<file path="config.mk">
export PLATFORM = sky130hd
export DESIGN_NAME = hsq_homing_sequencer
export DESIGN_NICKNAME = d
export VERILOG_FILES = /design/src/design/hsq_pkg.sv /design/src/design/hsq_in_filter.sv /design/src/design/hsq_homing_sequencer.sv
export SDC_FILE = /design/constraint.sdc
export NUM_CORES = 2
export LEC_CHECK = 0
export ABC_AREA = 1
export BUFFER_PORTS_ARGS = -buffer_cell sky130_fd_sc_hd__buf_2
export CAP_MARGIN = 20
export CORE_ASPECT_RATIO = 1.25
export CORE_UTILIZATION = 30
export CTS_BUF_LIST = sky130_fd_sc_hd__clkbuf_4 sky130_fd_sc_hd__clkbuf_8
export DETAILED_ROUTE_END_ITERATION = 6
export GPL_TIMING_DRIVEN = 0
export PLACE_DENSITY = 0.44
export SLEW_MARGIN = 0
export SYNTH_ARGS = -nofsm -noshare
export SYNTH_HDL_FRONTEND = slang
export SYNTH_HIERARCHICAL = 1
export SYNTH_SLANG_ARGS = --single-unit
</file>
<file path="constraint.sdc">
create_clock -name ref_clk -period 27.5 [get_ports ref_clk]
set_input_delay 5.5 -clock ref_clk [delete_from_list [all_inputs] [get_ports ref_clk]]
set_output_delay 5.5 -clock ref_clk [all_outputs]
set_load 0.005 [all_outputs]
</file>
<file path="src/design/hsq_pkg.sv">
// Package: register map, field layout, states and timing constants of the homing sequencer
package hsq_pkg;

   // Register byte offsets
   localparam logic [7:0] OFS_CTRL       = 8'h00;
   localparam logic [7:0] OFS_TYPE       = 8'h04;
   localparam logic [7:0] OFS_HOME_SPEED = 8'h08;
   localparam logic [7:0] OFS_CREEP      = 8'h0C;
   localparam logic [7:0] OFS_SHIFT      = 8'h10;
   localparam logic [7:0] OFS_HOME_RAMP  = 8'h14;
   localparam logic [7:0] OFS_HOME_POS   = 8'h18;
   localparam logic [7:0] OFS_POST_DOG   = 8'h1C;
   localparam logic [7:0] OFS_FILTER     = 8'h20;
   localparam logic [7:0] OFS_NORM_RAMP  = 8'h24;
   localparam logic [7:0] OFS_PROG_MASK  = 8'h28;
   localparam logic [7:0] OFS_STATUS     = 8'h2C;
   localparam logic [7:0] OFS_POSITION   = 8'h30;

   // Field positions
   localparam int CTRL_PROG_BIT   = 0;   // 1: program method, 0: table method
   localparam int CTRL_START_BIT  = 1;   // Write 1: software start
   localparam int TYPE_KIND_LSB   = 0;   // Lowest hex digit: homing kind
   localparam int TYPE_DIR_LSB    = 4;   // Second digit: start direction
   localparam int TYPE_POL_LSB    = 8;   // Third digit: dog polarity
   localparam int STAT_BUSY_BIT   = 0;
   localparam int STAT_DONE_BIT   = 1;   // Sticky, write 1 to clear
   localparam int STAT_STATE_LSB  = 2;
   localparam int STAT_MODE_BIT   = 5;
   localparam int STAT_TERR_BIT   = 6;

   // Homing kinds
   localparam logic [3:0] KIND_DOG   = 4'h0;
   localparam logic [3:0] KIND_COUNT = 4'h1;

   // Reset values
   localparam logic [31:0] RST_ZERO   = 32'h0000_0000;
   localparam logic [15:0] RST_FILTER = 16'h0003;

   // Discrete input slots
   localparam int IN_AUTO  = 0;
   localparam int IN_TBL0  = 1;
   localparam int IN_DOG   = 4;
   localparam int IN_START = 5;
   localparam int IN_Z     = 6;
   localparam int IN_STEP  = 7;
   localparam int IN_EDIR  = 8;
   localparam int IN_NUM   = 9;
   localparam int IN_SLOW  = 6;          // Slots below this are filtered

   // Timing
   localparam int CLK_PERIOD_PS = 4000;
   localparam int FILT_UNIT_NS  = 1000000;   // Filter counts in 1 ms units
   localparam int FILT_UNIT_CYC = FILT_UNIT_NS * 1000 / CLK_PERIOD_PS;
   localparam int DOG_MIN_MS    = 10;

   // Sequencer states, Gray coded along the search path
   typedef enum logic [2:0] {
      ST_IDLE  = 3'h0,
      ST_FAST  = 3'h1,
      ST_CREEP = 3'h3,
      ST_WAITZ = 3'h2,
      ST_SHIFT = 3'h6,
      ST_DONE  = 3'h7
   } hsq_state_t;

endpackage

</file>
<file path="src/design/hsq_in_filter.sv">
// One discrete input: three-stage synchroniser and persistence filter
`timescale 1ns/1ps
module hsq_in_filter (
   // Clock and reset
   input  wire logic        ref_clk,
   input  wire logic        rst,
   // Filter control
   input  wire logic        tick_en,
   input  wire logic [15:0] filt_len,
   // Pin and result
   input  wire logic        pin,
   output logic             level
);
   logic        sync1;
   logic        sync2;
   logic        sync3;
   logic [15:0] cnt;
   logic [15:0] next_cnt;
   logic        next_level;

   // Change is seen once stages two and three agree; then it must persist
   always_comb begin
      next_cnt   = cnt;
      next_level = level;
      if (sync2 == sync3 && sync3 != level) begin
         if (cnt >= filt_len) begin
            next_level = sync3;
            next_cnt   = 16'h0000;
         end else if (tick_en) begin
            next_cnt = cnt + 16'h0001;
         end
      end else begin
         next_cnt = 16'h0000;
      end
   end

   // Registers
   always_ff @(posedge ref_clk or posedge rst) begin
      if (rst) begin
         sync1 <= 1'b0;
         sync2 <= 1'b0;
         sync3 <= 1'b0;
         cnt   <= 16'h0000;
         level <= 1'b0;
      end else begin
         sync1 <= pin;
         sync2 <= sync1;
         sync3 <= sync2;
         cnt   <= next_cnt;
         level <= next_level;
      end
   end
endmodule // hsq_in_filter

</file>
<file path="src/design/hsq_homing_sequencer.sv">
// Home-return sequencer with APB registers, input filters and dog/count search
//
// What this block does
// The host holds auto/manual select on and all three table bits off to pick home return.
// In program method a selected program marked as holding the return-home command starts it.
// A homing kind digit of zero runs the dog-type search.
// From start until the dog is seen the axis runs at the homing speed.
// After the dog is seen the axis runs at the creep speed.
// Deceleration starts at the dog front edge and home is the first index after the rear edge.
// A nonzero shift distance puts home that far beyond the index.
// During home return the homing ramp time is used instead of the normal ramp.
// On completion the current position is loaded with the home position value.
// Each discrete input is recognised only after persisting for the filter time; here the index and encoder slots (IN_SLOW and up) only synchronise.
// The host settles the table bits early enough to cover its own latency.
// In count type the axis travels the post-dog distance, then the next index is home.
// In count type a dog pulse of at least the minimum length suffices, dog length aside.
// Direction 0 starts toward increasing addresses, 1 toward decreasing.
// Polarity 0 detects the dog when its input is off, 1 when it is on.
// The index pulse is used inside only and never driven out.
// When home is fixed motion stops, the sequence ends and completion is shown.
//
// Our own choices: the address map and the APB interface to the registers.
`timescale 1ns/1ps
module hsq_homing_sequencer #(
   parameter int TICK_CYC = hsq_pkg::FILT_UNIT_CYC
) (
   // Clock and reset
   input  wire logic        ref_clk,
   input  wire logic        rst,
   // APB slave
   input  wire logic        psel,
   input  wire logic        penable,
   input  wire logic        pwrite,
   input  wire logic [7:0]  paddr,
   input  wire logic [31:0] pwdata,
   output logic [31:0]      prdata,
   output logic             pready,
   output logic             pslverr,
   // Discrete inputs from the host
   input  wire logic        auto_manual_select,
   input  wire logic        table_select_bit0,
   input  wire logic        table_select_bit1,
   input  wire logic        table_select_bit2,
   input  wire logic        start_request,
   // Sensors
   input  wire logic        dog_pin,
   input  wire logic        z_index,
   input  wire logic        enc_step,
   input  wire logic        enc_down,
   // Motion command
   output logic             move_en,
   output logic             move_dir,
   output logic [31:0]      speed_cmd,
   output logic [31:0]      ramp_time,
   output logic             homing_busy,
   output logic             home_done
);
   // Registers
   logic        prog_method;
   logic [15:0] homing_type_param;
   logic [31:0] homing_speed_param;
   logic [31:0] creep_speed_param;
   logic [31:0] home_shift_param;
   logic [31:0] homing_ramp_param;
   logic [31:0] home_position_value_param;
   logic [31:0] post_dog_travel_param;
   logic [15:0] input_filter_param;
   logic [31:0] normal_ramp;
   logic [7:0]  return_home_command;
   logic [31:0] cur_pos;
   logic        done_flag;
   hsq_pkg::hsq_state_t state;
   hsq_pkg::hsq_state_t next_state;
   logic [31:0] travel;
   logic [31:0] next_travel;
   logic        dog_prev;
   logic        z_prev;
   logic        step_prev;
   logic        start_prev;
   logic [31:0] next_pos;
   logic        next_done;
   logic        next_move_en;
   logic [31:0] next_speed;
   // Filter tick
   logic [17:0] tick_cnt;
   logic        tick_en;
   // Filtered inputs
   logic [hsq_pkg::IN_NUM-1:0] pins;
   logic [hsq_pkg::IN_NUM-1:0] lvl;
   // Decode
   logic        wr_en;
   logic        sw_start;
   logic [2:0]  tbl;
   logic [3:0]  kind;
   logic        type_ok;
   logic        mode_sel;
   logic        dog_act;
   logic        z_rise;
   logic        step_rise;
   logic        start_go;
   logic        is_count;

   assign pins = {enc_down, enc_step, z_index, start_request, dog_pin,
                  table_select_bit2, table_select_bit1, table_select_bit0,
                  auto_manual_select};

   // Millisecond tick for the persistence filters
   always_ff @(posedge ref_clk or posedge rst) begin
      if (rst) begin
         tick_cnt <= 18'h00000;
      end else if (tick_cnt == 18'(TICK_CYC - 1)) begin
         tick_cnt <= 18'h00000;
      end else begin
         tick_cnt <= tick_cnt + 18'h00001;
      end
   end
   assign tick_en = (tick_cnt == 18'(TICK_CYC - 1));

   // Slow host inputs get the filter time; index and encoder only synchronise
   for (genvar i = 0; i < hsq_pkg::IN_NUM; i++) begin : g_in
      hsq_in_filter u_filt (
         .ref_clk  (ref_clk),
         .rst      (rst),
         .tick_en  (tick_en),
         .filt_len ((i < hsq_pkg::IN_SLOW) ? input_filter_param : 16'h0000),
         .pin      (pins[i]),
         .level    (lvl[i])
      );
   end

   // Mode selection and start qualification
   assign tbl      = lvl[hsq_pkg::IN_TBL0 +: 3];
   assign kind     = homing_type_param[hsq_pkg::TYPE_KIND_LSB +: 4];
   assign is_count = (kind == hsq_pkg::KIND_COUNT);
   assign type_ok  = (kind == hsq_pkg::KIND_DOG) || is_count;
   assign mode_sel = lvl[hsq_pkg::IN_AUTO] &&
                     (prog_method ? return_home_command[tbl]
                                  : (tbl == 3'h0));
   assign wr_en    = psel && penable && pwrite;
   assign sw_start = wr_en && paddr == hsq_pkg::OFS_CTRL &&
                     pwdata[hsq_pkg::CTRL_START_BIT];
   assign start_go = (state == hsq_pkg::ST_IDLE) && mode_sel && type_ok &&
                     ((lvl[hsq_pkg::IN_START] && !start_prev) || sw_start);
   // Dog level honours the polarity digit
   assign dog_act  = homing_type_param[hsq_pkg::TYPE_POL_LSB] ? lvl[hsq_pkg::IN_DOG]
                                                              : !lvl[hsq_pkg::IN_DOG];
   assign z_rise    = lvl[hsq_pkg::IN_Z] && !z_prev;
   assign step_rise = lvl[hsq_pkg::IN_STEP] && !step_prev;

   // Sequencer next state, travel count, position and outputs
   always_comb begin
      next_state   = state;
      next_travel  = travel;
      next_pos     = cur_pos;
      next_done    = done_flag;
      next_move_en = 1'b0;
      next_speed   = 32'h0000_0000;
      if (step_rise) begin
         next_pos = lvl[hsq_pkg::IN_EDIR] ? cur_pos - 32'h0000_0001
                                          : cur_pos + 32'h0000_0001;
      end
      case (state)
         hsq_pkg::ST_IDLE: begin
            if (start_go) begin
               next_state = hsq_pkg::ST_FAST;
            end
         end
         hsq_pkg::ST_FAST: begin
            if (dog_act) begin
               next_state  = hsq_pkg::ST_CREEP;
               next_travel = 32'h0000_0000;
            end
         end
         hsq_pkg::ST_CREEP: begin
            if (step_rise) begin
               next_travel = travel + 32'h0000_0001;
            end
            if (is_count) begin
               // Dog ignored once its front edge was taken; short dogs are fine
               if (travel >= post_dog_travel_param) begin
                  next_state = hsq_pkg::ST_WAITZ;
               end
            end else if (dog_prev && !dog_act) begin
               next_state = hsq_pkg::ST_WAITZ;
            end
         end
         hsq_pkg::ST_WAITZ: begin
            if (z_rise) begin
               next_travel = 32'h0000_0000;
               next_state  = (home_shift_param == 32'h0000_0000) ? hsq_pkg::ST_DONE
                                                                 : hsq_pkg::ST_SHIFT;
            end
         end
         hsq_pkg::ST_SHIFT: begin
            if (step_rise) begin
               next_travel = travel + 32'h0000_0001;
            end
            if (travel >= home_shift_param) begin
               next_state = hsq_pkg::ST_DONE;
            end
         end
         hsq_pkg::ST_DONE: begin
            next_pos   = home_position_value_param;
            next_done  = 1'b1;
            next_state = hsq_pkg::ST_IDLE;
         end
         default: begin
            next_state = hsq_pkg::ST_IDLE;
         end
      endcase
      // Set wins over a software clear in the same cycle
      if (wr_en && paddr == hsq_pkg::OFS_STATUS && pwdata[hsq_pkg::STAT_DONE_BIT] &&
          state != hsq_pkg::ST_DONE) begin
         next_done = 1'b0;
      end
      if (start_go) begin
         next_done = 1'b0;
      end
      // Outputs follow the next state so they line up with it
      case (next_state)
         hsq_pkg::ST_FAST: begin
            next_move_en = 1'b1;
            next_speed   = homing_speed_param;
         end
         hsq_pkg::ST_CREEP, hsq_pkg::ST_WAITZ, hsq_pkg::ST_SHIFT: begin
            next_move_en = 1'b1;
            next_speed   = creep_speed_param;
         end
         default: begin
            next_move_en = 1'b0;
         end
      endcase
   end

   // Sequencer registers
   always_ff @(posedge ref_clk or posedge rst) begin
      if (rst) begin
         state      <= hsq_pkg::ST_IDLE;
         travel     <= hsq_pkg::RST_ZERO;
         cur_pos    <= hsq_pkg::RST_ZERO;
         done_flag  <= 1'b0;
         dog_prev   <= 1'b0;
         z_prev     <= 1'b0;
         step_prev  <= 1'b0;
         start_prev <= 1'b0;
         move_en    <= 1'b0;
         speed_cmd  <= hsq_pkg::RST_ZERO;
      end else begin
         state      <= next_state;
         travel     <= next_travel;
         cur_pos    <= next_pos;
         done_flag  <= next_done;
         dog_prev   <= dog_act;
         z_prev     <= lvl[hsq_pkg::IN_Z];
         step_prev  <= lvl[hsq_pkg::IN_STEP];
         start_prev <= lvl[hsq_pkg::IN_START];
         move_en    <= next_move_en;
         speed_cmd  <= next_speed;
      end
   end

   // Direction and ramp selection are steady while a search runs
   assign move_dir    = homing_type_param[hsq_pkg::TYPE_DIR_LSB];
   assign homing_busy = (state != hsq_pkg::ST_IDLE);
   assign ramp_time   = homing_busy ? homing_ramp_param : normal_ramp;
   assign home_done   = done_flag;

   // APB: zero wait states; read data captured in the setup cycle
   assign pready  = 1'b1;
   assign pslverr = psel && penable && (paddr > hsq_pkg::OFS_POSITION || paddr[1:0] != 2'h0);

   // Register writes and read capture
   always_ff @(posedge ref_clk or posedge rst) begin
      if (rst) begin
         prog_method               <= 1'b0;
         homing_type_param         <= hsq_pkg::RST_ZERO[15:0];
         homing_speed_param        <= hsq_pkg::RST_ZERO;
         creep_speed_param         <= hsq_pkg::RST_ZERO;
         home_shift_param          <= hsq_pkg::RST_ZERO;
         homing_ramp_param         <= hsq_pkg::RST_ZERO;
         home_position_value_param <= hsq_pkg::RST_ZERO;
         post_dog_travel_param     <= hsq_pkg::RST_ZERO;
         input_filter_param        <= hsq_pkg::RST_FILTER;
         normal_ramp               <= hsq_pkg::RST_ZERO;
         return_home_command       <= hsq_pkg::RST_ZERO[7:0];
         prdata                    <= hsq_pkg::RST_ZERO;
      end else begin
         if (wr_en) begin
            case (paddr)
               hsq_pkg::OFS_CTRL:       prog_method <= pwdata[hsq_pkg::CTRL_PROG_BIT];
               hsq_pkg::OFS_TYPE:       homing_type_param <= pwdata[15:0];
               hsq_pkg::OFS_HOME_SPEED: homing_speed_param <= pwdata;
               hsq_pkg::OFS_CREEP:      creep_speed_param <= pwdata;
               hsq_pkg::OFS_SHIFT:      home_shift_param <= pwdata;
               hsq_pkg::OFS_HOME_RAMP:  homing_ramp_param <= pwdata;
               hsq_pkg::OFS_HOME_POS:   home_position_value_param <= pwdata;
               hsq_pkg::OFS_POST_DOG:   post_dog_travel_param <= pwdata;
               hsq_pkg::OFS_FILTER:     input_filter_param <= pwdata[15:0];
               hsq_pkg::OFS_NORM_RAMP:  normal_ramp <= pwdata;
               hsq_pkg::OFS_PROG_MASK:  return_home_command <= pwdata[7:0];
               default: begin
               end
            endcase
         end
         if (psel && !penable) begin
            case (paddr)
               hsq_pkg::OFS_CTRL:       prdata <= {31'h0, prog_method};
               hsq_pkg::OFS_TYPE:       prdata <= {16'h0, homing_type_param};
               hsq_pkg::OFS_HOME_SPEED: prdata <= homing_speed_param;
               hsq_pkg::OFS_CREEP:      prdata <= creep_speed_param;
               hsq_pkg::OFS_SHIFT:      prdata <= home_shift_param;
               hsq_pkg::OFS_HOME_RAMP:  prdata <= homing_ramp_param;
               hsq_pkg::OFS_HOME_POS:   prdata <= home_position_value_param;
               hsq_pkg::OFS_POST_DOG:   prdata <= post_dog_travel_param;
               hsq_pkg::OFS_FILTER:     prdata <= {16'h0, input_filter_param};
               hsq_pkg::OFS_NORM_RAMP:  prdata <= normal_ramp;
               hsq_pkg::OFS_PROG_MASK:  prdata <= {24'h0, return_home_command};
               hsq_pkg::OFS_STATUS:     prdata <= {25'h0, !type_ok, mode_sel, state,
                                                   done_flag, homing_busy};
               hsq_pkg::OFS_POSITION:   prdata <= cur_pos;
               default:                 prdata <= 32'h0000_0000;
            endcase
         end
      end
   end
endmodule // hsq_homing_sequencer

</file>
==> flow_summary_export.csv <==
group,metric,value,unit
run_status,outcome,"finished, violations left",
run_status,violations,"DRC",
critical_path,r2r_slack,24730,ps
synthesis,synth_area,37800,um2
job,maxCapViolations,0,
placed_design,dp_slack,14430,ps
clock_network,htreeDepth,3,
floorplanning,ios,156,
drt,wire_per_inst,20.3,um
timing,fin_crit_sh,47.8,%
clock_network,clockRootBuffer,"clkbuf_8",
synthesis,synth_edf_count,0,
timing,hold_violations,0,
timing,tightest_slew,1380,ps
power,comb_power_share,10.6,%
timing,setup_viol,0,
synthesis,yosysUniqueCellTypes,69,
floorplanning,core,125000,um2
placed_design,place.gp.congestion,0.928,
global_route,grt-ovfl-total,0,
final_layout,drive_above_1_share,15.1,%
power,peakVddDrop,34.1,uV
placed_design,dp_hpwl,107,mm
drt,drc_errors,8,
drt,routed_wl,138,mm
final_layout,fin_nets,5401,
drt,via_per_inst,4.90,
global_route,grt_max_degree,118,
placed_design,io_buffers,154,
clock_network,cts.sinks,600,
synthesis,synth_seq_cells,600,
synthesis,yosysWarnings,6,
floorplanning,initial_core_util,30.2,%
synthesis,yosysSeqAreaShare,39.8,%
final_layout,fin_cells,6804,
clock_network,cts_resized,0,
timing,timing.fmax,76.0,MHz
critical_path,path_class,"primary input to output pin",
floorplanning,die_h,399,um
min_path,hold_class,"register to register",
global_route,grt_pass1_vias,32863,
power,internal_power,1.55,mW
critical_path,crit_path_start_kind,"primary input",
synthesis,synth_cells,4776,
power,switching_power,0.632,mW
power,power,2.18,mW
synthesis,synth-main-ff-cell,"dfrtp_1",
timing,rsz0062_at_grt,"false",
clock_network,cts-buffers-inserted,113,
power,power_density,50.2,nW/um2
global_route,track_usage,21.7,%
critical_path,path_max_fanout,10,
global_route,grt_pass1_wl,208,mm
critical_path,worstPathRequired,22000,ps
floorplanning,num_rows,145,
floorplanning,die-area,127000,um2
timing,final.setup.tns,0,ps
power,clkPwrFrac,47.3,%
clock_network,postCtsHoldBufs,0,
final_layout,stdcell_area,43500,um2
clock_network,clock_latency,850,ps
drt,drt_iter0_markers,2294,
drt,ant_nets,0,
power,power.leakage,20.6,nW
global_route,antenna_found_initial,2,
clock_network,cts_tree,"built",
clock_network,cts_buffer_depth,3,
power,swShare,29.0,%
timing,drv_slew,0,
placed_design,postPlaceCellArea,40900,um2
critical_path,cp-end-kind,"output pin",
synthesis,async_flop_share,100,%
timing,hold-worst-slack,337,ps
timing,fin_ws,14350,ps
timing,slew_headroom,8.10,%
floorplanning,die_w,319,um
timing,post-route-min-period,13150,ps
final_layout,area_growth,15.2,%
drt,vias,33368,
synthesis,synth.avg_cell_area,7.91,um2
timing,fin_worst_skew,52.8,ps
drt,first_pass_iters,7,
power,power_frac_seq,42.0,%
critical_path,critPathArrivalTime,7650,ps
placed_design,placed_cells,6599,
clock_network,cts.clk_slew.worst_paths,60,ps
final_layout,final_util,34.8,%
clock_network,post_cts_buffers,0,
[placed cells by master (no fill, tap or decap), types with 26 or more instances in the layout]
master	netlist	routed
dfrtp_1	598	597
a21oi_1	135	135
inv_2	35	35
nand2_2	141	141
xor2_1	89	89
ha_1	249	249
nor2_2	49	49
o22ai_1	26	26
nand3_1	212	212
clkbuf_4	0	32
nand4_1	167	167
o21a_1	26	26
clkbuf_8	0	145
o21ai_2	26	26
clkbuf_1	87	87
o21ai_0	408	408
xnor2_1	63	63
inv_1	616	615
nand2_1	1189	1189
nor2_1	216	216
a221oi_1	40	40
nor3_1	58	58
o21ai_1	56	56
conb_1	2	49
buf_2	36	190
[logic make-up after synthesis]
family | Yosys count | synth area share (%)
and+or+nand+nor | 2138 | 26.7
AOI/OAI and AO/OA | 826 | 13.0
buffers and inverters | 808 | 8.69
DFF | 600 | 39.8
adders and majority gates | 250 | 8.30
xor gates and xnor gates | 152 | 3.53
other | 2 | 0.0199
[power by group through the flow]
stage,clock [mW],combinational (mW),sequential (mW)
2_1_floorplan,0,0.139,0.924
3_3_place_gp,0,0.227,0.934
3_5_place_dp,0,0.230,0.933
4_1_cts,1.07,0.231,0.918
5_1_grt,1.10,0.251,0.919
6_report,1.03,0.232,0.917
[registers in the layout, summed over array words and instances, names as in the netlist, 3 cells and up]
signal and flops:
creep_speed_param 32, state 3, speed_cmd 32, prdata 32, home_shift_param 32, travel 32
g_in.u_filt/sync1 9, tick_cnt 18, homing_speed_param 32, return_home_command 8, cur_pos 32, input_filter_param 16
home_position_value_param 32, homing_ramp_param 32, g_in.u_filt/sync3 9, g_in.u_filt/level 9, g_in.u_filt/sync2 9, homing_type_param 16
g_in.u_filt/cnt 144, normal_ramp 32, post_dog_travel_param 32
[routing by layer]
layer  share of wire (%)  GRT usage, %  vias to the layer above
li1                    -             -                    16330
met1                  43          27.3                    15966
met2                  48          37.0                      840
met3                 5.0          3.00                      232
met4                 4.2          9.49                        0
met5                   0             0                        -
[critical path: stages]
cell,delay [ps]
buf_2,160
nor3_2,730
clkbuf_1,680
inv_1,90
a21oi_1,240
a21oi_1,90
buf_2,150
[cells in the mapped netlist (11+ instances only)]
master    number  area, um2
a21oi_1      135        676
a21oi_2       18        158
a221oi_1      40        350
buf_2         36        180
clkbuf_1      87        327
dfrtp_1      598      15000
ha_1         249       3120
inv_1        616       2310
inv_2         35        131
nand2_1     1189       4460
nand2_2      141        882
nand2_4       17        191
nand3_1      212       1060
nand4_1      167       1040
nor2_1       216        811
nor2_2        49        307
nor3_1        58        290
nor3_2        16        160
nor4_1        14       87.6
o211ai_1      11       82.6
o21a_1        26        195
o21ai_0      408       2040
o21ai_1       56        280
o21ai_2       26        228
o21bai_1      17        128
o221ai_1      15        131
o22ai_1       26        163
xnor2_1       63        552
xor2_1        89        780
[path summary, 6_finish.rpt]
path / cells after the start / from / end
setup / recovery: 7 / paddr[3] / pslverr
hold / removal: 0 / g_in[2].u_filt/sync1 / g_in[2].u_filt/sync2
setup reg to reg: 12 / home_shift_param[25] / speed_cmd[1]
hold reg to reg: 0 / g_in[2].u_filt/sync1 / g_in[2].u_filt/sync2
max in group asynchronous: 4 / rst / creep_speed_param[0]
min in group asynchronous: 2 / rst / normal_ramp[4]
[final cells by class]
class | instances | area, um2
Multi-Input combinational cell | 3415 | 19600
Fill cell | 13314 | 81300
Buffer | 146 | 792
Sequential cell | 600 | 15000
Inverter | 662 | 2490
Clock inverter | 26 | 399
Clock buffer | 177 | 2240
Antenna cell | 2 | 5.00
Timing Repair Buffer | 159 | 885
Tap cell | 1617 | 2020
(Power assumes the default switching activity.)
